==> src/core/serial_port_pkg.sv <==
package serial_port_pkg;
    // host clock and serial clock timing
    localparam int CLK_PERIOD_NS = 10;
    localparam int SCK_HALF_NS   = 40;
    localparam int SCK_HALF_CYC  = (SCK_HALF_NS + CLK_PERIOD_NS - 1) / CLK_PERIOD_NS;

    // build-time defaults
    localparam int DEF_LANES      = 1;
    localparam int DEF_WIDTH      = 8;
    localparam int DEF_FIFO_DEPTH = 16;
    localparam int ALT_FIFO_DEPTH = 256;
    localparam int DEF_SLAVES     = 1;
    localparam int MAX_SLAVES     = 32;
    localparam int HOST_WIDTH     = 32;

    // pin enable patterns
    localparam logic [3:0] OE_NONE   = 4'h0;
    localparam logic [3:0] OE_SINGLE = 4'h1;
    localparam logic [3:0] OE_SLAVE  = 4'h2;
    localparam logic [3:0] OE_DUAL   = 4'h3;
    localparam logic [3:0] OE_QUAD   = 4'hF;

    typedef enum logic [1:0] {LANE_ONE, LANE_TWO, LANE_FOUR} lane_mode_t;
    typedef enum logic [1:0] {ST_IDLE, ST_SHIFT, ST_GAP} state_t;

    typedef struct packed {
        logic                  enable;
        logic                  master;
        logic                  cpol;
        logic                  cpha;
        logic                  auto_ss;
        logic                  rx_dir;
        lane_mode_t            lanes;
        logic [MAX_SLAVES-1:0] ss_value;
    } cfg_t;

    typedef struct packed {
        logic busy;
        logic done;
        logic aborted;
        logic tx_empty;
    } stat_t;
endpackage : serial_port_pkg

==> src/core/serial_port_core.sv <==
`timescale 1ns/1ps
module serial_port_core #(
    parameter int PERF_MODE  = 0,
    parameter int LANES      = serial_port_pkg::DEF_LANES,
    parameter int W          = serial_port_pkg::DEF_WIDTH,
    parameter int FIFO_DEPTH = serial_port_pkg::DEF_FIFO_DEPTH,
    parameter int FIFO_EN    = 1,
    parameter int SLAVES     = serial_port_pkg::DEF_SLAVES,
    parameter int HALF_CYC   = serial_port_pkg::SCK_HALF_CYC
) (
    // clock and reset
    input  wire logic                  ref_clk,
    input  wire logic                  nrst,
    // configuration and status
    input  wire serial_port_pkg::cfg_t cfg,
    output serial_port_pkg::stat_t     stat,
    // host transmit queue
    input  wire logic                  wr_valid,
    output logic                       wr_ready,
    input  wire logic [31:0]           wr_data,
    // host receive queue
    output logic                       rd_valid,
    input  wire logic                  rd_ready,
    output logic [31:0]                rd_data,
    // serial pins
    input  wire logic                  sck_in,
    output logic                       sck_out,
    output logic                       sck_oe,
    input  wire logic                  slave_select_input,
    output logic [SLAVES-1:0]          ss_n_out,
    input  wire logic [3:0]            io_in,
    output logic [3:0]                 io_out,
    output logic [3:0]                 io_oe
);
    localparam int EW = $clog2(2 * W);
    localparam int DW = $clog2(HALF_CYC + 1);
    localparam logic [DW-1:0] TICK_AT = DW'(HALF_CYC - 1);

    generate
        if (!(LANES == 1 || LANES == 2 || LANES == 4)) begin : g_bad_lanes
            $error("LANES must be 1, 2 or 4");
        end
        if (W % 4 != 0 || W > serial_port_pkg::HOST_WIDTH) begin : g_bad_width
            $error("element width must be a multiple of 4, at most 32");
        end
        if (FIFO_DEPTH != serial_port_pkg::DEF_FIFO_DEPTH &&
            FIFO_DEPTH != serial_port_pkg::ALT_FIFO_DEPTH) begin : g_bad_depth
            $error("fifo depth must be 16 or 256");
        end
        if (SLAVES < 1 || SLAVES > serial_port_pkg::MAX_SLAVES) begin : g_bad_slaves
            $error("between 1 and 32 select outputs");
        end
        // input pins lag two flops, so a shorter half period samples stale data
        if (HALF_CYC < 3) begin : g_bad_half
            $error("serial half period below three cycles");
        end
    endgenerate

    serial_port_pkg::state_t     st_r, st_nxt;
    serial_port_pkg::lane_mode_t lane;
    serial_port_pkg::stat_t      stat_nxt;
    logic [DW-1:0]     div_r, div_nxt;
    logic [EW-1:0]     edge_r, edge_nxt, last_edge;
    logic [W-1:0]      sh_r, sh_nxt, rx_r, rx_nxt, rx_shift;
    logic              sck_r, sck_nxt, act_r, act_nxt;
    logic              hold_w_r, hold_w_nxt, hold_r_r, hold_r_nxt;
    logic [3:0]        io_nxt, oe_nxt;
    logic [SLAVES-1:0] ss_n_nxt;
    logic              sck_s1, sck_s2, sck_s3, ss_s1, ss_s2;
    logic [3:0]        io_s1, io_s2;
    logic              tx_valid, tx_pop, rx_ready, rx_push, rx_valid, rx_pop;
    logic [W-1:0]      tx_data, rx_data;
    logic              tick, sck_edge, lead_ev, trail_ev, smp_ev, drv_ev;
    logic              ss_sel, auto_eff, need_rx, start_ok, abort;
    logic              done_p, abort_p, in_bit, tx_in_ready;

    // pins from outside pass two flops before any use
    always_ff @(posedge ref_clk or negedge nrst) begin
        if (!nrst) begin
            sck_s1 <= 1'b0;
            sck_s2 <= 1'b0;
            sck_s3 <= 1'b0;
            ss_s1  <= 1'b1;
            ss_s2  <= 1'b1;
            io_s1  <= 4'h0;
            io_s2  <= 4'h0;
        end else begin
            sck_s1 <= sck_in;
            sck_s2 <= sck_s1;
            sck_s3 <= sck_s2;
            ss_s1  <= slave_select_input;
            ss_s2  <= ss_s1;
            io_s1  <= io_in;
            io_s2  <= io_s1;
        end
    end

    // host side: slave only, answers beats it is offered
    always_comb begin
        wr_ready   = tx_in_ready && (PERF_MODE != 0 || !hold_w_r);
        rd_valid   = rx_valid && (PERF_MODE != 0 || !hold_r_r);
        rx_pop     = rd_valid && rd_ready;
        hold_w_nxt = wr_valid && wr_ready;
        hold_r_nxt = rx_pop;
        rd_data    = serial_port_pkg::HOST_WIDTH'(rx_data);
    end

    stream_fifo #(.W(W), .DEPTH(FIFO_DEPTH)) u_tx_fifo (
        .ref_clk   (ref_clk),
        .nrst      (nrst),
        .in_valid  (wr_valid && wr_ready),
        .in_ready  (tx_in_ready),
        .in_data   (wr_data[W-1:0]),
        .out_valid (tx_valid),
        .out_ready (tx_pop),
        .out_data  (tx_data)
    );

    // rx full stalls the engine before the next element that stores receive data
    stream_fifo #(.W(W), .DEPTH(FIFO_DEPTH)) u_rx_fifo (
        .ref_clk   (ref_clk),
        .nrst      (nrst),
        .in_valid  (rx_push),
        .in_ready  (rx_ready),
        .in_data   (rx_nxt),
        .out_valid (rx_valid),
        .out_ready (rx_pop),
        .out_data  (rx_data)
    );

    // lane choice, clamped to what was built; slave is single lane
    always_comb begin
        lane = serial_port_pkg::LANE_ONE;
        if (cfg.master && cfg.lanes == serial_port_pkg::LANE_FOUR && LANES == 4)
            lane = serial_port_pkg::LANE_FOUR;
        else if (cfg.master && cfg.lanes == serial_port_pkg::LANE_TWO && LANES >= 2)
            lane = serial_port_pkg::LANE_TWO;
        case (lane)
            serial_port_pkg::LANE_TWO:  last_edge = EW'(W - 1);
            serial_port_pkg::LANE_FOUR: last_edge = EW'(W / 2 - 1);
            default:                    last_edge = EW'(2 * W - 1);
        endcase
        in_bit = cfg.master ? io_s2[1] : io_s2[0];
        case (lane)
            serial_port_pkg::LANE_TWO:  rx_shift = {rx_r[W-3:0], io_s2[1:0]};
            serial_port_pkg::LANE_FOUR: rx_shift = {rx_r[W-5:0], io_s2[3:0]};
            default:                    rx_shift = {rx_r[W-2:0], in_bit};
        endcase
        auto_eff = cfg.auto_ss && lane == serial_port_pkg::LANE_ONE;
        need_rx  = lane == serial_port_pkg::LANE_ONE || cfg.rx_dir;
        ss_sel   = !ss_s2;
        abort    = !cfg.master && !ss_sel;
        start_ok = cfg.enable && tx_valid && (rx_ready || !need_rx) &&
                   (cfg.master || ss_sel);
        tick     = div_r == TICK_AT;
        sck_edge = sck_s2 != sck_s3;
        if (cfg.master) begin
            lead_ev  = tick && sck_r == cfg.cpol;
            trail_ev = tick && sck_r != cfg.cpol;
        end else begin
            lead_ev  = sck_edge && sck_s3 == cfg.cpol;
            trail_ev = sck_edge && sck_s3 != cfg.cpol;
        end
        smp_ev = cfg.cpha ? trail_ev : lead_ev;
        drv_ev = cfg.cpha ? lead_ev : trail_ev;
    end

    // element engine
    always_comb begin
        st_nxt   = st_r;
        div_nxt  = div_r;
        sck_nxt  = sck_r;
        edge_nxt = edge_r;
        sh_nxt   = sh_r;
        rx_nxt   = rx_r;
        act_nxt  = act_r;
        tx_pop   = 1'b0;
        rx_push  = 1'b0;
        done_p   = 1'b0;
        abort_p  = 1'b0;
        case (st_r)
            serial_port_pkg::ST_IDLE: begin
                div_nxt = '0;
                if (cfg.master)
                    sck_nxt = cfg.cpol;
                if (start_ok) begin
                    st_nxt   = serial_port_pkg::ST_SHIFT;
                    edge_nxt = '0;
                    sh_nxt   = tx_data;
                    act_nxt  = 1'b1;
                end else begin
                    act_nxt = 1'b0;
                end
            end
            serial_port_pkg::ST_SHIFT: begin
                div_nxt = (tick || !cfg.master) ? '0 : div_r + 1'b1;
                if (abort) begin
                    // head stays queued, so reselect sends it again
                    st_nxt   = serial_port_pkg::ST_IDLE;
                    edge_nxt = '0;
                    abort_p  = 1'b1;
                end else if (lead_ev || trail_ev) begin
                    if (cfg.master)
                        sck_nxt = ~sck_r;
                    edge_nxt = edge_r + 1'b1;
                    if (smp_ev)
                        rx_nxt = rx_shift;
                    if (drv_ev && !(cfg.cpha && edge_r == '0)) begin
                        case (lane)
                            serial_port_pkg::LANE_TWO:  sh_nxt = {sh_r[W-3:0], 2'h0};
                            serial_port_pkg::LANE_FOUR: sh_nxt = {sh_r[W-5:0], 4'h0};
                            default:                    sh_nxt = {sh_r[W-2:0], 1'b0};
                        endcase
                    end
                    if (edge_r == last_edge) begin
                        done_p  = 1'b1;
                        tx_pop  = 1'b1;
                        rx_push = need_rx;
                        if (auto_eff && FIFO_EN == 0) begin
                            st_nxt  = serial_port_pkg::ST_GAP;
                            act_nxt = 1'b0;
                        end else begin
                            // idle decides at once whether the next element follows
                            st_nxt = serial_port_pkg::ST_IDLE;
                        end
                    end
                end
            end
            serial_port_pkg::ST_GAP: begin
                div_nxt = tick ? '0 : div_r + 1'b1;
                if (tick || !cfg.master)
                    st_nxt = serial_port_pkg::ST_IDLE;
            end
            default: st_nxt = serial_port_pkg::ST_IDLE;
        endcase
    end

    // pin drive, registered together with the serial clock
    always_comb begin
        io_nxt = 4'h0;
        oe_nxt = serial_port_pkg::OE_NONE;
        case (lane)
            serial_port_pkg::LANE_TWO: begin
                io_nxt = {2'h0, sh_nxt[W-1:W-2]};
                oe_nxt = cfg.rx_dir ? serial_port_pkg::OE_NONE
                                    : serial_port_pkg::OE_DUAL;
            end
            serial_port_pkg::LANE_FOUR: begin
                io_nxt = sh_nxt[W-1:W-4];
                oe_nxt = cfg.rx_dir ? serial_port_pkg::OE_NONE
                                    : serial_port_pkg::OE_QUAD;
            end
            default: begin
                if (cfg.master) begin
                    io_nxt = {3'h0, sh_nxt[W-1]};
                    oe_nxt = serial_port_pkg::OE_SINGLE;
                end else begin
                    io_nxt = {2'h0, sh_nxt[W-1], 1'b0};
                    oe_nxt = ss_sel ? serial_port_pkg::OE_SLAVE
                                    : serial_port_pkg::OE_NONE;
                end
            end
        endcase
        if (!cfg.enable)
            oe_nxt = serial_port_pkg::OE_NONE;
        stat_nxt.busy     = st_nxt != serial_port_pkg::ST_IDLE;
        stat_nxt.done     = done_p;
        stat_nxt.aborted  = abort_p;
        stat_nxt.tx_empty = !tx_valid;
    end

    // manual select holds value; software must toggle it between transfers
    for (genvar i = 0; i < SLAVES; i++) begin : g_ss
        assign ss_n_nxt[i] = !(cfg.enable && cfg.master && cfg.ss_value[i] &&
                               (act_nxt || !auto_eff));
    end

    always_ff @(posedge ref_clk or negedge nrst) begin
        if (!nrst) begin
            st_r     <= serial_port_pkg::ST_IDLE;
            div_r    <= '0;
            sck_r    <= 1'b0;
            edge_r   <= '0;
            sh_r     <= '0;
            rx_r     <= '0;
            act_r    <= 1'b0;
            hold_w_r <= 1'b0;
            hold_r_r <= 1'b0;
            io_out   <= 4'h0;
            io_oe    <= serial_port_pkg::OE_NONE;
            ss_n_out <= '1;
            stat     <= '0;
            sck_out  <= 1'b0;
            sck_oe   <= 1'b0;
        end else begin
            st_r     <= st_nxt;
            div_r    <= div_nxt;
            sck_r    <= sck_nxt;
            edge_r   <= edge_nxt;
            sh_r     <= sh_nxt;
            rx_r     <= rx_nxt;
            act_r    <= act_nxt;
            hold_w_r <= hold_w_nxt;
            hold_r_r <= hold_r_nxt;
            io_out   <= io_nxt;
            io_oe    <= oe_nxt;
            ss_n_out <= ss_n_nxt;
            stat     <= stat_nxt;
            sck_out  <= sck_nxt;
            sck_oe   <= cfg.enable && cfg.master;
        end
    end

    property p_lite_single;
        @(posedge ref_clk) disable iff (!nrst)
        (PERF_MODE == 0 && wr_valid && wr_ready) |=> !wr_ready;
    endproperty
    a_lite_single: assert property (p_lite_single)
        else $error("lite port took back-to-back beats");

    property p_rd_holds;
        @(posedge ref_clk) disable iff (!nrst)
        (rd_valid && !rd_ready) |=> (rd_valid && $stable(rd_data));
    endproperty
    a_rd_holds: assert property (p_rd_holds)
        else $error("read answer withdrawn before taken");

    property p_burst;
        @(posedge ref_clk) disable iff (!nrst)
        (PERF_MODE != 0 && wr_valid && wr_ready) ##1 (wr_valid && tx_in_ready) |-> wr_ready;
    endproperty
    a_burst: assert property (p_burst)
        else $error("full port refused a burst beat");

    property p_single_oe;
        @(posedge ref_clk) disable iff (!nrst)
        (cfg.enable && cfg.master && lane == serial_port_pkg::LANE_ONE) |=>
            io_oe == serial_port_pkg::OE_SINGLE;
    endproperty
    a_single_oe: assert property (p_single_oe)
        else $error("single lane master pin enables wrong");

    property p_quad_rx;
        @(posedge ref_clk) disable iff (!nrst)
        (lane == serial_port_pkg::LANE_FOUR && cfg.rx_dir) |=> io_oe == 4'h0;
    endproperty
    a_quad_rx: assert property (p_quad_rx)
        else $error("quad read phase still drives pins");

    property p_manual_ss;
        @(posedge ref_clk) disable iff (!nrst)
        (cfg.enable && cfg.master && !auto_eff) ##1
            (cfg.enable && cfg.master && !auto_eff && $stable(cfg.ss_value)) ##1
            (cfg.enable && cfg.master && !auto_eff && $stable(cfg.ss_value)) |->
            ss_n_out == ~$past(cfg.ss_value[SLAVES-1:0]) && $stable(ss_n_out);
    endproperty
    a_manual_ss: assert property (p_manual_ss)
        else $error("manual select does not follow its value");

    property p_auto_gap;
        @(posedge ref_clk) disable iff (!nrst)
        (done_p && auto_eff && FIFO_EN == 0 && cfg.master) |=> ss_n_out == '1;
    endproperty
    a_auto_gap: assert property (p_auto_gap)
        else $error("automatic select not released after element");

    property p_idle_pol;
        @(posedge ref_clk) disable iff (!nrst)
        (st_r == serial_port_pkg::ST_IDLE && cfg.master) ##1
            (st_r == serial_port_pkg::ST_IDLE) |-> sck_out == $past(cfg.cpol);
    endproperty
    a_idle_pol: assert property (p_idle_pol)
        else $error("idle serial clock not at chosen polarity");

    property p_rx_pair;
        @(posedge ref_clk) disable iff (!nrst)
        (done_p && lane == serial_port_pkg::LANE_ONE) |-> (rx_push && rx_ready && tx_pop);
    endproperty
    a_rx_pair: assert property (p_rx_pair)
        else $error("element sent without one stored");

    property p_abort;
        @(posedge ref_clk) disable iff (!nrst)
        abort_p |-> !tx_pop ##1 (st_r == serial_port_pkg::ST_IDLE && edge_r == '0);
    endproperty
    a_abort: assert property (p_abort)
        else $error("aborted element was dropped");
endmodule : serial_port_core

==> src/core/stream_fifo.sv <==
`timescale 1ns/1ps
module stream_fifo #(
    parameter int W     = 8,
    parameter int DEPTH = 16
) (
    // clock and reset
    input  wire logic         ref_clk,
    input  wire logic         nrst,
    // fill side
    input  wire logic         in_valid,
    output logic              in_ready,
    input  wire logic [W-1:0] in_data,
    // drain side
    output logic              out_valid,
    input  wire logic         out_ready,
    output logic [W-1:0]      out_data
);
    localparam int AW = $clog2(DEPTH);
    localparam logic [AW:0] FULL = (AW+1)'(DEPTH);

    generate
        if (DEPTH < 2 || (DEPTH & (DEPTH - 1)) != 0) begin : g_bad_depth
            $error("fifo depth must be a power of two");
        end
    endgenerate

    logic [W-1:0]  mem [DEPTH];
    logic [AW-1:0] wp_r, wp_nxt, rp_r, rp_nxt;
    logic [AW:0]   cnt_r, cnt_nxt;
    logic [W-1:0]  dat_r, dat_nxt;
    logic          push, pop;

    assign in_ready  = cnt_r != FULL;
    assign out_valid = cnt_r != '0;
    assign out_data  = dat_r;
    assign push      = in_valid && in_ready;
    assign pop       = out_valid && out_ready;

    always_comb begin
        wp_nxt  = push ? wp_r + 1'b1 : wp_r;
        rp_nxt  = pop ? rp_r + 1'b1 : rp_r;
        cnt_nxt = cnt_r + (AW+1)'(push) - (AW+1)'(pop);
        // head word may not be in memory yet: bypass it
        if (push && (cnt_r == '0 || (pop && cnt_r == 1)))
            dat_nxt = in_data;
        else
            dat_nxt = mem[rp_nxt];
    end

    always_ff @(posedge ref_clk or negedge nrst) begin
        if (!nrst) begin
            wp_r  <= '0;
            rp_r  <= '0;
            cnt_r <= '0;
            dat_r <= '0;
        end else begin
            wp_r  <= wp_nxt;
            rp_r  <= rp_nxt;
            cnt_r <= cnt_nxt;
            dat_r <= dat_nxt;
        end
    end

    always_ff @(posedge ref_clk) begin
        if (push)
            mem[wp_r] <= in_data;
    end
endmodule : stream_fifo

==> config.mk <==
export PLATFORM = sky130hd
export DESIGN_NAME = serial_port_core
export DESIGN_NICKNAME = d
export VERILOG_FILES = /design/src/core/serial_port_pkg.sv /design/src/core/serial_port_core.sv /design/src/core/stream_fifo.sv
export SDC_FILE = /design/constraint.sdc
export NUM_CORES = 1
export LEC_CHECK = 0
export BUFFER_PORTS_ARGS = -buffer_cell sky130_fd_sc_hd__buf_2
export CAP_MARGIN = 20
export CORE_ASPECT_RATIO = 0.75
export CORE_MARGIN = 5
export CORE_UTILIZATION = 53
export CTS_BUF_LIST = sky130_fd_sc_hd__clkbuf_8 sky130_fd_sc_hd__clkbuf_16
export CTS_CLUSTER_SIZE = 14
export DETAILED_ROUTE_END_ITERATION = 8
export MAX_ROUTING_LAYER = met4
export PLACE_DENSITY_LB_ADDON = 0.08
export SYNTH_ARGS = -nofsm -noshare
export SYNTH_HDL_FRONTEND = slang
export SYNTH_SLANG_ARGS = --single-unit
==> constraint.sdc <==
create_clock -name ref_clk -period 3.66 [get_ports ref_clk]
set_input_delay 0.732 -clock ref_clk [delete_from_list [all_inputs] [get_ports ref_clk]]
set_output_delay 0.732 -clock ref_clk [all_outputs]
set_load 0.02 [all_outputs]
; Word-level counts from Yosys, hierarchy flattened
; Memories as Yosys holds them, arrays and structs flattened.
; Cells that the tools add are included.
[classes]
addsub = 10
n_mul = 0
n_div = 0
order_cmp = 0
eq_ne = 20
shifts = 0
n_mux = 52
bitwise = 1
reduce_logical = 51
[op_table]
columns = operator, n
row1 = $mux 8, 10
row2 = $logic_and 1x1->1, 25
row3 = $mux 4, 6
row4 = $mux 1, 21
row5 = $add 4x1->4 const B, 5
row6 = $mux 2, 8
row7 = $pmux 8 s2, 1
row8 = $ne 2x2->1 const B, 6
row9 = $add 5x1->5, 2
row10 = $eq 5x1->1 const B, 2
row11 = $logic_not 5->1, 2
row12 = $ne 5x5->1 const B, 2
row13 = $reduce_and 5->1, 2
row14 = $reduce_bool 5->1, 2
row15 = $sub 5x1->5, 2
row16 = $pmux 3 s3, 1
row17 = $logic_not 1->1, 8
row18 = $pmux 4 s2, 1
row19 = $logic_or 1x1->1, 6
row20 = $mux 3, 2
row21 = $pmux 2 s3, 1
row22 = $eq 4x4->1 const B, 1
row23 = $logic_not 4->1, 1
row24 = $reduce_bool 2->1, 2
row25 = other kinds (12), 15
[word_totals]
register_bits = 94
latch_bits = 0
ramBits = 256
mem_bits_ro = 0
in_bits = 82
out_inout_bits = 49
word_cells = 169
memories = 2
[memory_table]
columns = memory, words, width, rd, rd_ports_with_merged_regs, wr, line
row1 = u_rx_fifo.mem, 16, 8, 1, 0, 1, stream_fifo.sv:27  ; logic [W-1:0] mem [DEPTH];
row2 = u_tx_fifo.mem, 16, 8, 1, 0, 1, stream_fifo.sv:27

; Logic depth before layout (Yosys ltp)
[depth]
word_depth = 12
depth_mapped = 20
ltp_nobuf = 17

; Cells and area by module
; A second synthesis with hierarchy kept.
[hier_totals]
cells_unflattened = 1267
hier_area_um2 = 16696.0
[modules_own_cells]
columns = module, instances, cells_per_inst, area_per_inst_um2, seq_area_each_um2
row1 = stream_fifo (u_rx_fifo), 1, 508, 7089.3, 4369.2
row2 = stream_fifo (u_tx_fifo), 1, 512, 7073.0, 4369.2
row3 = serial_port_core, 1, 247, 2533.7, 1179.9

; Least setup slack after synthesis
; Ideal clock, no wire load.
[synth_timing]
path_kind = in2reg
from = input port cfg[38] in the netlist's numbering
to = register u_tx_fifo.cnt_r[4]
setup_time_ns = 0.125
arrival_time_ns = 3.380
required_time_ns = 3.535
slack_ns = 0.155
stages = 18
path_buffers = 3
path_cell_list = nor2b_1 a2111o_1 clkinv_2 nand2b_2 buf_6 inv_2 buf_4 clkbuf_1 ha_1 inv_1 ha_1 inv_1 fa_1 inv_1 a21oi_1 nor2_1 nor2_1 xnor2_1
[synth_via]
elab_chain_len = 7
word_cells_on_any_way = 10
cone_classes = add/sub: 1 / mux: 5 / reduce/logical: 4
[synth_lines]
columns = element, line
row1 = start: declaration, serial_port_core.sv:15  ; input wire serial_port_pkg::cfg_t cfg,
row2 = $mux 1, serial_port_core.sv:157  ; if (cfg.master) begin
row3 = $logic_or 1x1->1, serial_port_core.sv:202  ; end else if (lead_ev || trail_ev) begin
row4 = $mux 1, -
row5 = $mux 1 * (2 in a row), -
row6 = net done_p, serial_port_core.sv:75  ; logic done_p, abort_p, in_bit, tx_in_ready;
row7 = $logic_and 1x1->1 *, stream_fifo.sv:37  ; assign pop = out_valid && out_ready;
row8 = $sub 5x1->5 *, stream_fifo.sv:42  ; cnt_nxt = cnt_r + (AW+1)'(push) - (AW+1)'(pop);
row9 = net u_tx_fifo.cnt_nxt[4], stream_fifo.sv:29  ; logic [AW:0] cnt_r, cnt_nxt;
row10 = end signal: assignment, stream_fifo.sv:59  ; cnt_r <= cnt_nxt;
row11 = end: declaration, stream_fifo.sv:29
; Mark *: on every way through the listed nets, which the timed path passes. The rest lies on a longest branch.
; A chain may end at the register's enable or synchronous reset.

; Final worst setup path
[layout_timing]
from = register div_r[1]
to = register u_tx_fifo.dat_r[7] (netlist: u_tx_fifo.out_data[7])
[layout_via]
elab_chain_len = 12
word_cells_on_any_way = 16
cone_classes = eq/ne: 1 / mux: 7 / reduce/logical: 7 / memory: 1
[layout_lines]
columns = element, line
row1 = start: declaration, serial_port_core.sv:62  ; logic [DW-1:0] div_r, div_nxt;
row2 = start signal: assignment, serial_port_core.sv:297  ; div_r <= div_nxt;
row3 = $eq 3x2->1 *, serial_port_core.sv:155  ; tick = div_r == TICK_AT;
row4 = $logic_and 1x1->1 (on tied branches), "serial_port_core.sv:158, serial_port_core.sv:159"
row5 = $mux 1, serial_port_core.sv:157
row6 = $logic_or 1x1->1 *, serial_port_core.sv:202
row7 = $mux 1 * (3 in a row), -
row8 = net done_p, serial_port_core.sv:75
row9 = $logic_and 1x1->1 *, stream_fifo.sv:37
row10 = branches (longest 3 deep; another with $mem_v2 16x8), -
row11 = $mux 8 *, stream_fifo.sv:44  ; if (push && (cnt_r == '0 || (pop && cnt_r == 1)))
row12 = net u_tx_fifo.dat_nxt[7], stream_fifo.sv:30  ; logic [W-1:0] dat_r, dat_nxt;
row13 = end signal: assignment, stream_fifo.sv:60  ; dat_r <= dat_nxt;
row14 = end: declaration, stream_fifo.sv:30
; Mark *: on every way through the listed nets, which the timed path passes.

==> results.txt <==
- The initialized floorplan defines 53 standard-cell rows.
* Number of fillers in the final layout: ~2,200
- Between clock sinks in the finished design, the worst skew comes to 0.0283 ns.
* Most common library cell in the layout ignoring fill and taps: edfxtp_1
- For this run, the share of the core covered by cells in the final layout is between 60% and 70%.
* Library cell occupying the most area in the post-synthesis netlist: edfxtp_1
* Total Power Consumption: approximately 12 mW
* Startpoint types: register
- Leaving out fill and tap cells, the most frequent cells in the layout are 256 x edfxtp_1, 87 x nand2_1, 85 x dfrtp_1.
- Number of pins exceeding their max-slew limit in the final report: 0
- Highest metal layer with signal wires: met4
- Post-layout minimum cycle time: ~3.3 ns
* Core region area: between 20,000 and 30,000 um^2
* Placer's final routability congestion estimate: 0.815
* Achievable frequency: 0.303 GHz
- Inserted Diodes: 0
- Cell at the root of the clock tree: clkbuf_16
* Via density per instance: 5.88
- Die area: between 30,000 and 40,000 um^2
* Ports: 131
- Number of synthesized flops with an enable pin: 256
* Top post-synthesis cells by area: edfxtp_1 50%, dfrtp_1 14%, ha_1 2.6%
- For this run, the detailed router's first-pass iteration total came to 5.
* Fraction of final layout cells with drive strength greater than 1: 16.5%
* Remaining global-route overflow: 0
* Maximum vdd ir drop: 0.000356 V
- In this design, the stage delay of the slowest critical-path cell is 0.47 ns.
* Yosys reg bits: 345
- Number of design-rule violations left by the first detailed-router iteration: 792
* RSZ-0062 raised after global routing: false
* Sum of routed wire segments on met1: between 15 and 20 mm
- In this run the vertical extent of the chip is 157 um.
- Counting stages on the worst path, the most repeated cell is ha_1.
- Total number of H-tree levels: 2
- Routed length on met3: 3.00 mm
- Counting distinct cell types in the post-synthesis netlist gives 83.
- Warnings, synthesis: 0
* Period Utilization, post-route: 90.2%
- Vias in the first global route: approximately 9,000
- Max FO, Critical Path: 8
- At the pin with the least slew margin, the transition time is 0.818 ns.
- Areal power density over the cells: 669 nW/um^2
- Number of nets with antenna violations after routing: 0
- Effective utilization at floorplan: between 50 and 60%
- Average cell area after synthesis: 13.4 um^2
- In the final routed layout, each cell accounts on average for 21.1 um.
- The cell area that synthesis handed to floorplanning was 15,300 um^2.
* Register area: roughly 10000 um^2
* Final hold slack: 0.302 ns
* Clock transition at the registers of the reported paths: 0.06 ns
- The hold violation count in the final report was 0.
- The worst setup path is of the register to register kind.
* Maximum number of pins on one net before global-route repair: 67
- After routing the design area is about 17,000 um^2.
* Total of hold buffers inserted after clock tree synthesis: 0
* Portion of the post-synthesis area used by sequential elements: 64.8%
- At the later pin of the worst-skew pair, clock insertion delay measures between 0.5 and 0.6 ns.
- Footprint of the multi-input gates: ~4800 um^2
- Critical-path cell list: ha_1 > ha_1 > nand2_1 > a2111o_1 > clkinv_2 > nand2b_2 > buf_4 > a32oi_4 > o22ai_1 > or3b_1 > o21ai_0 > o22a_1
- The number of gates resized after CTS was 0.
- Clock tree synthesis found a total of 345 sinks.
- Gate count after technology mapping: 1,139
- Width of the die: 206 um
- Buffers added on ports: 42
- Met2 Wirelength: about 14 mm
- Placed cell areas: between 15,000 and 20,000 um^2
* Total wire length: between 30 and 40 mm
- Headroom to the max-slew limit came out at 45.5%.
- The top cell type by area accounts for 50.2% of the synthesized area.
- For this run, asynchronously set or reset flops after synthesis account for 25.8%.
- Global-route wire length before repair: 53.0 mm
- Global routing used 22.1% of the available tracks across all layers.
- The worst setup path is captured at a register.
* Number of buffers created by CTS: 35
* CP bufs+invs: 2
- TritonCTS built the clock tree.
- Run status: complete, no violations
* Worst endpoint data arrival time: 3.74 ns
- Final setup viols: 0
- For this run, design rule violations remaining after detail routing come to 0.
- Primary flip-flop cell chosen by synthesis mapping: edfxtp_1
- HPWL after detailed placement: 23.1 mm
- The clock passes through at most 3 buffers.
- Summing over every cut layer, the via total after detailed routing is approximately 9,600.
- Antenna violations before repair: 0
- Relative to the synthesized area, the layout overhead comes to 12.3%.
* Number of post-CTS setup repair buffers: 0
* Total Negative Setup Slacks: 0 ns
- CP max stage cell: a2111o_1
- Total number of nets in the final design: 1,338
- Summed over all cells, the static leakage comes to 6.39 nW.
* Kind of cell with the highest combined delay on the critical path: compound AO/OA/AOI/OAI gates
- The path class of the tightest hold or removal check is primary input to async pin.
* Total of max-cap violations: 0
- Data on the critical path is required at its endpoint by around 4 ns.
path summary, 6_finish.rpt:
path | start | to | slack [ns] | cells after the start
worst min register to register | sck_s1 | sck_s2 | 0.35 | 0
max in group asynchronous | nrst | u_tx_fifo.cnt_r[2] | 2.70 | 2
worst max-delay path | div_r[1] | u_tx_fifo.out_data[7] | 0.36 | 12
worst max register to register | div_r[1] | u_tx_fifo.out_data[7] | 0.36 | 12
min in group ref_clk | io_in[0] | io_s1[0] | 0.32 | 1
worst min-delay path | nrst | rx_r[5] | 0.30 | 1
per-stage QoR:
stage | instances | worst slack [ns]
6_report | 1633 | 0.360
5_1_grt | 1633 | 0.177
4_1_cts | 1633 | 0.391
3_5_place_dp | 1570 | 0.279
3_3_place_gp | 1569 | 0.196
2_1_floorplan | 1166 | 0.155
cell families after synthesis:
family / share of synthesized area, %
flip-flops: 64.8
AO/OA/AOI/OAI: 12.9
AND/OR/NAND/NOR: 7.62
buffers and inverters: 4.50
multiplexers: 6.10
adder cells (fa/ha/maj): 2.88
XOR/XNOR: 1.20
other: 0.0245
flip-flops by register name, indices dropped and copies added (netlist names), 3 cells and up:
register,flops
rx_r,8
u_tx_fifo.mem,128
div_r,3
u_tx_fifo.wp_r,4
u_rx_fifo.out_data,8
sh_r,8
u_rx_fifo.cnt_r,5
u_tx_fifo.out_data,8
u_rx_fifo.mem,128
stat,4
u_rx_fifo.rp_r,4
edge_r,4
u_rx_fifo.wp_r,4
u_tx_fifo.rp_r,4
u_tx_fifo.cnt_r,5
Yosys cell counts (21+ instances only):
cell / number
edfxtp_1: 256
nand2_1: 87
dfrtp_1: 86
nor2_1: 52
inv_1: 51
o21ai_0: 51
o22ai_1: 43
mux2i_1: 40
o221ai_1: 39
clkbuf_1: 37
a21oi_1: 32
ha_1: 32
buf_4: 31
mux2_2: 27
o211ai_1: 22
nor3_1: 21
power breakdown:
group          switching [mW]  internal [mW]  total, mW
clock network            1.46           1.85       3.31
logic                    1.98           1.21       3.19
registers               0.280           4.73       5.01
total                    3.71           7.79       11.5
layer usage:
metal  GRT usage [%]  vias up
met5               -        -
met3            4.78       40
met4            4.53        0
met1            34.3     4775
li1                -     4458
met2            30.0      321
layout make-up:
type / instances / area share, %
multi-input cells: 679 / 28.0
clock buffers: 39 / 5.48
flip-flops and latches: 345 / 57.7
inverters: 55 / 1.21
well taps: 385 / 2.80
clock inverters: 24 / 0.699
repair buffers: 106 / 4.16
worst reg2reg max path: stages (launching register included):
cell,delay (ns)
dfrtp_1,0.36
ha_1,0.17
ha_1,0.28
nand2_1,0.11
a2111o_1,0.47
clkinv_2,0.09
nand2b_2,0.12
buf_4,0.20
a32oi_4,0.46
o22ai_1,0.18
or3b_1,0.44
o21ai_0,0.12
o22a_1,0.24
Note: power is estimated with default switching activity, not from simulation.
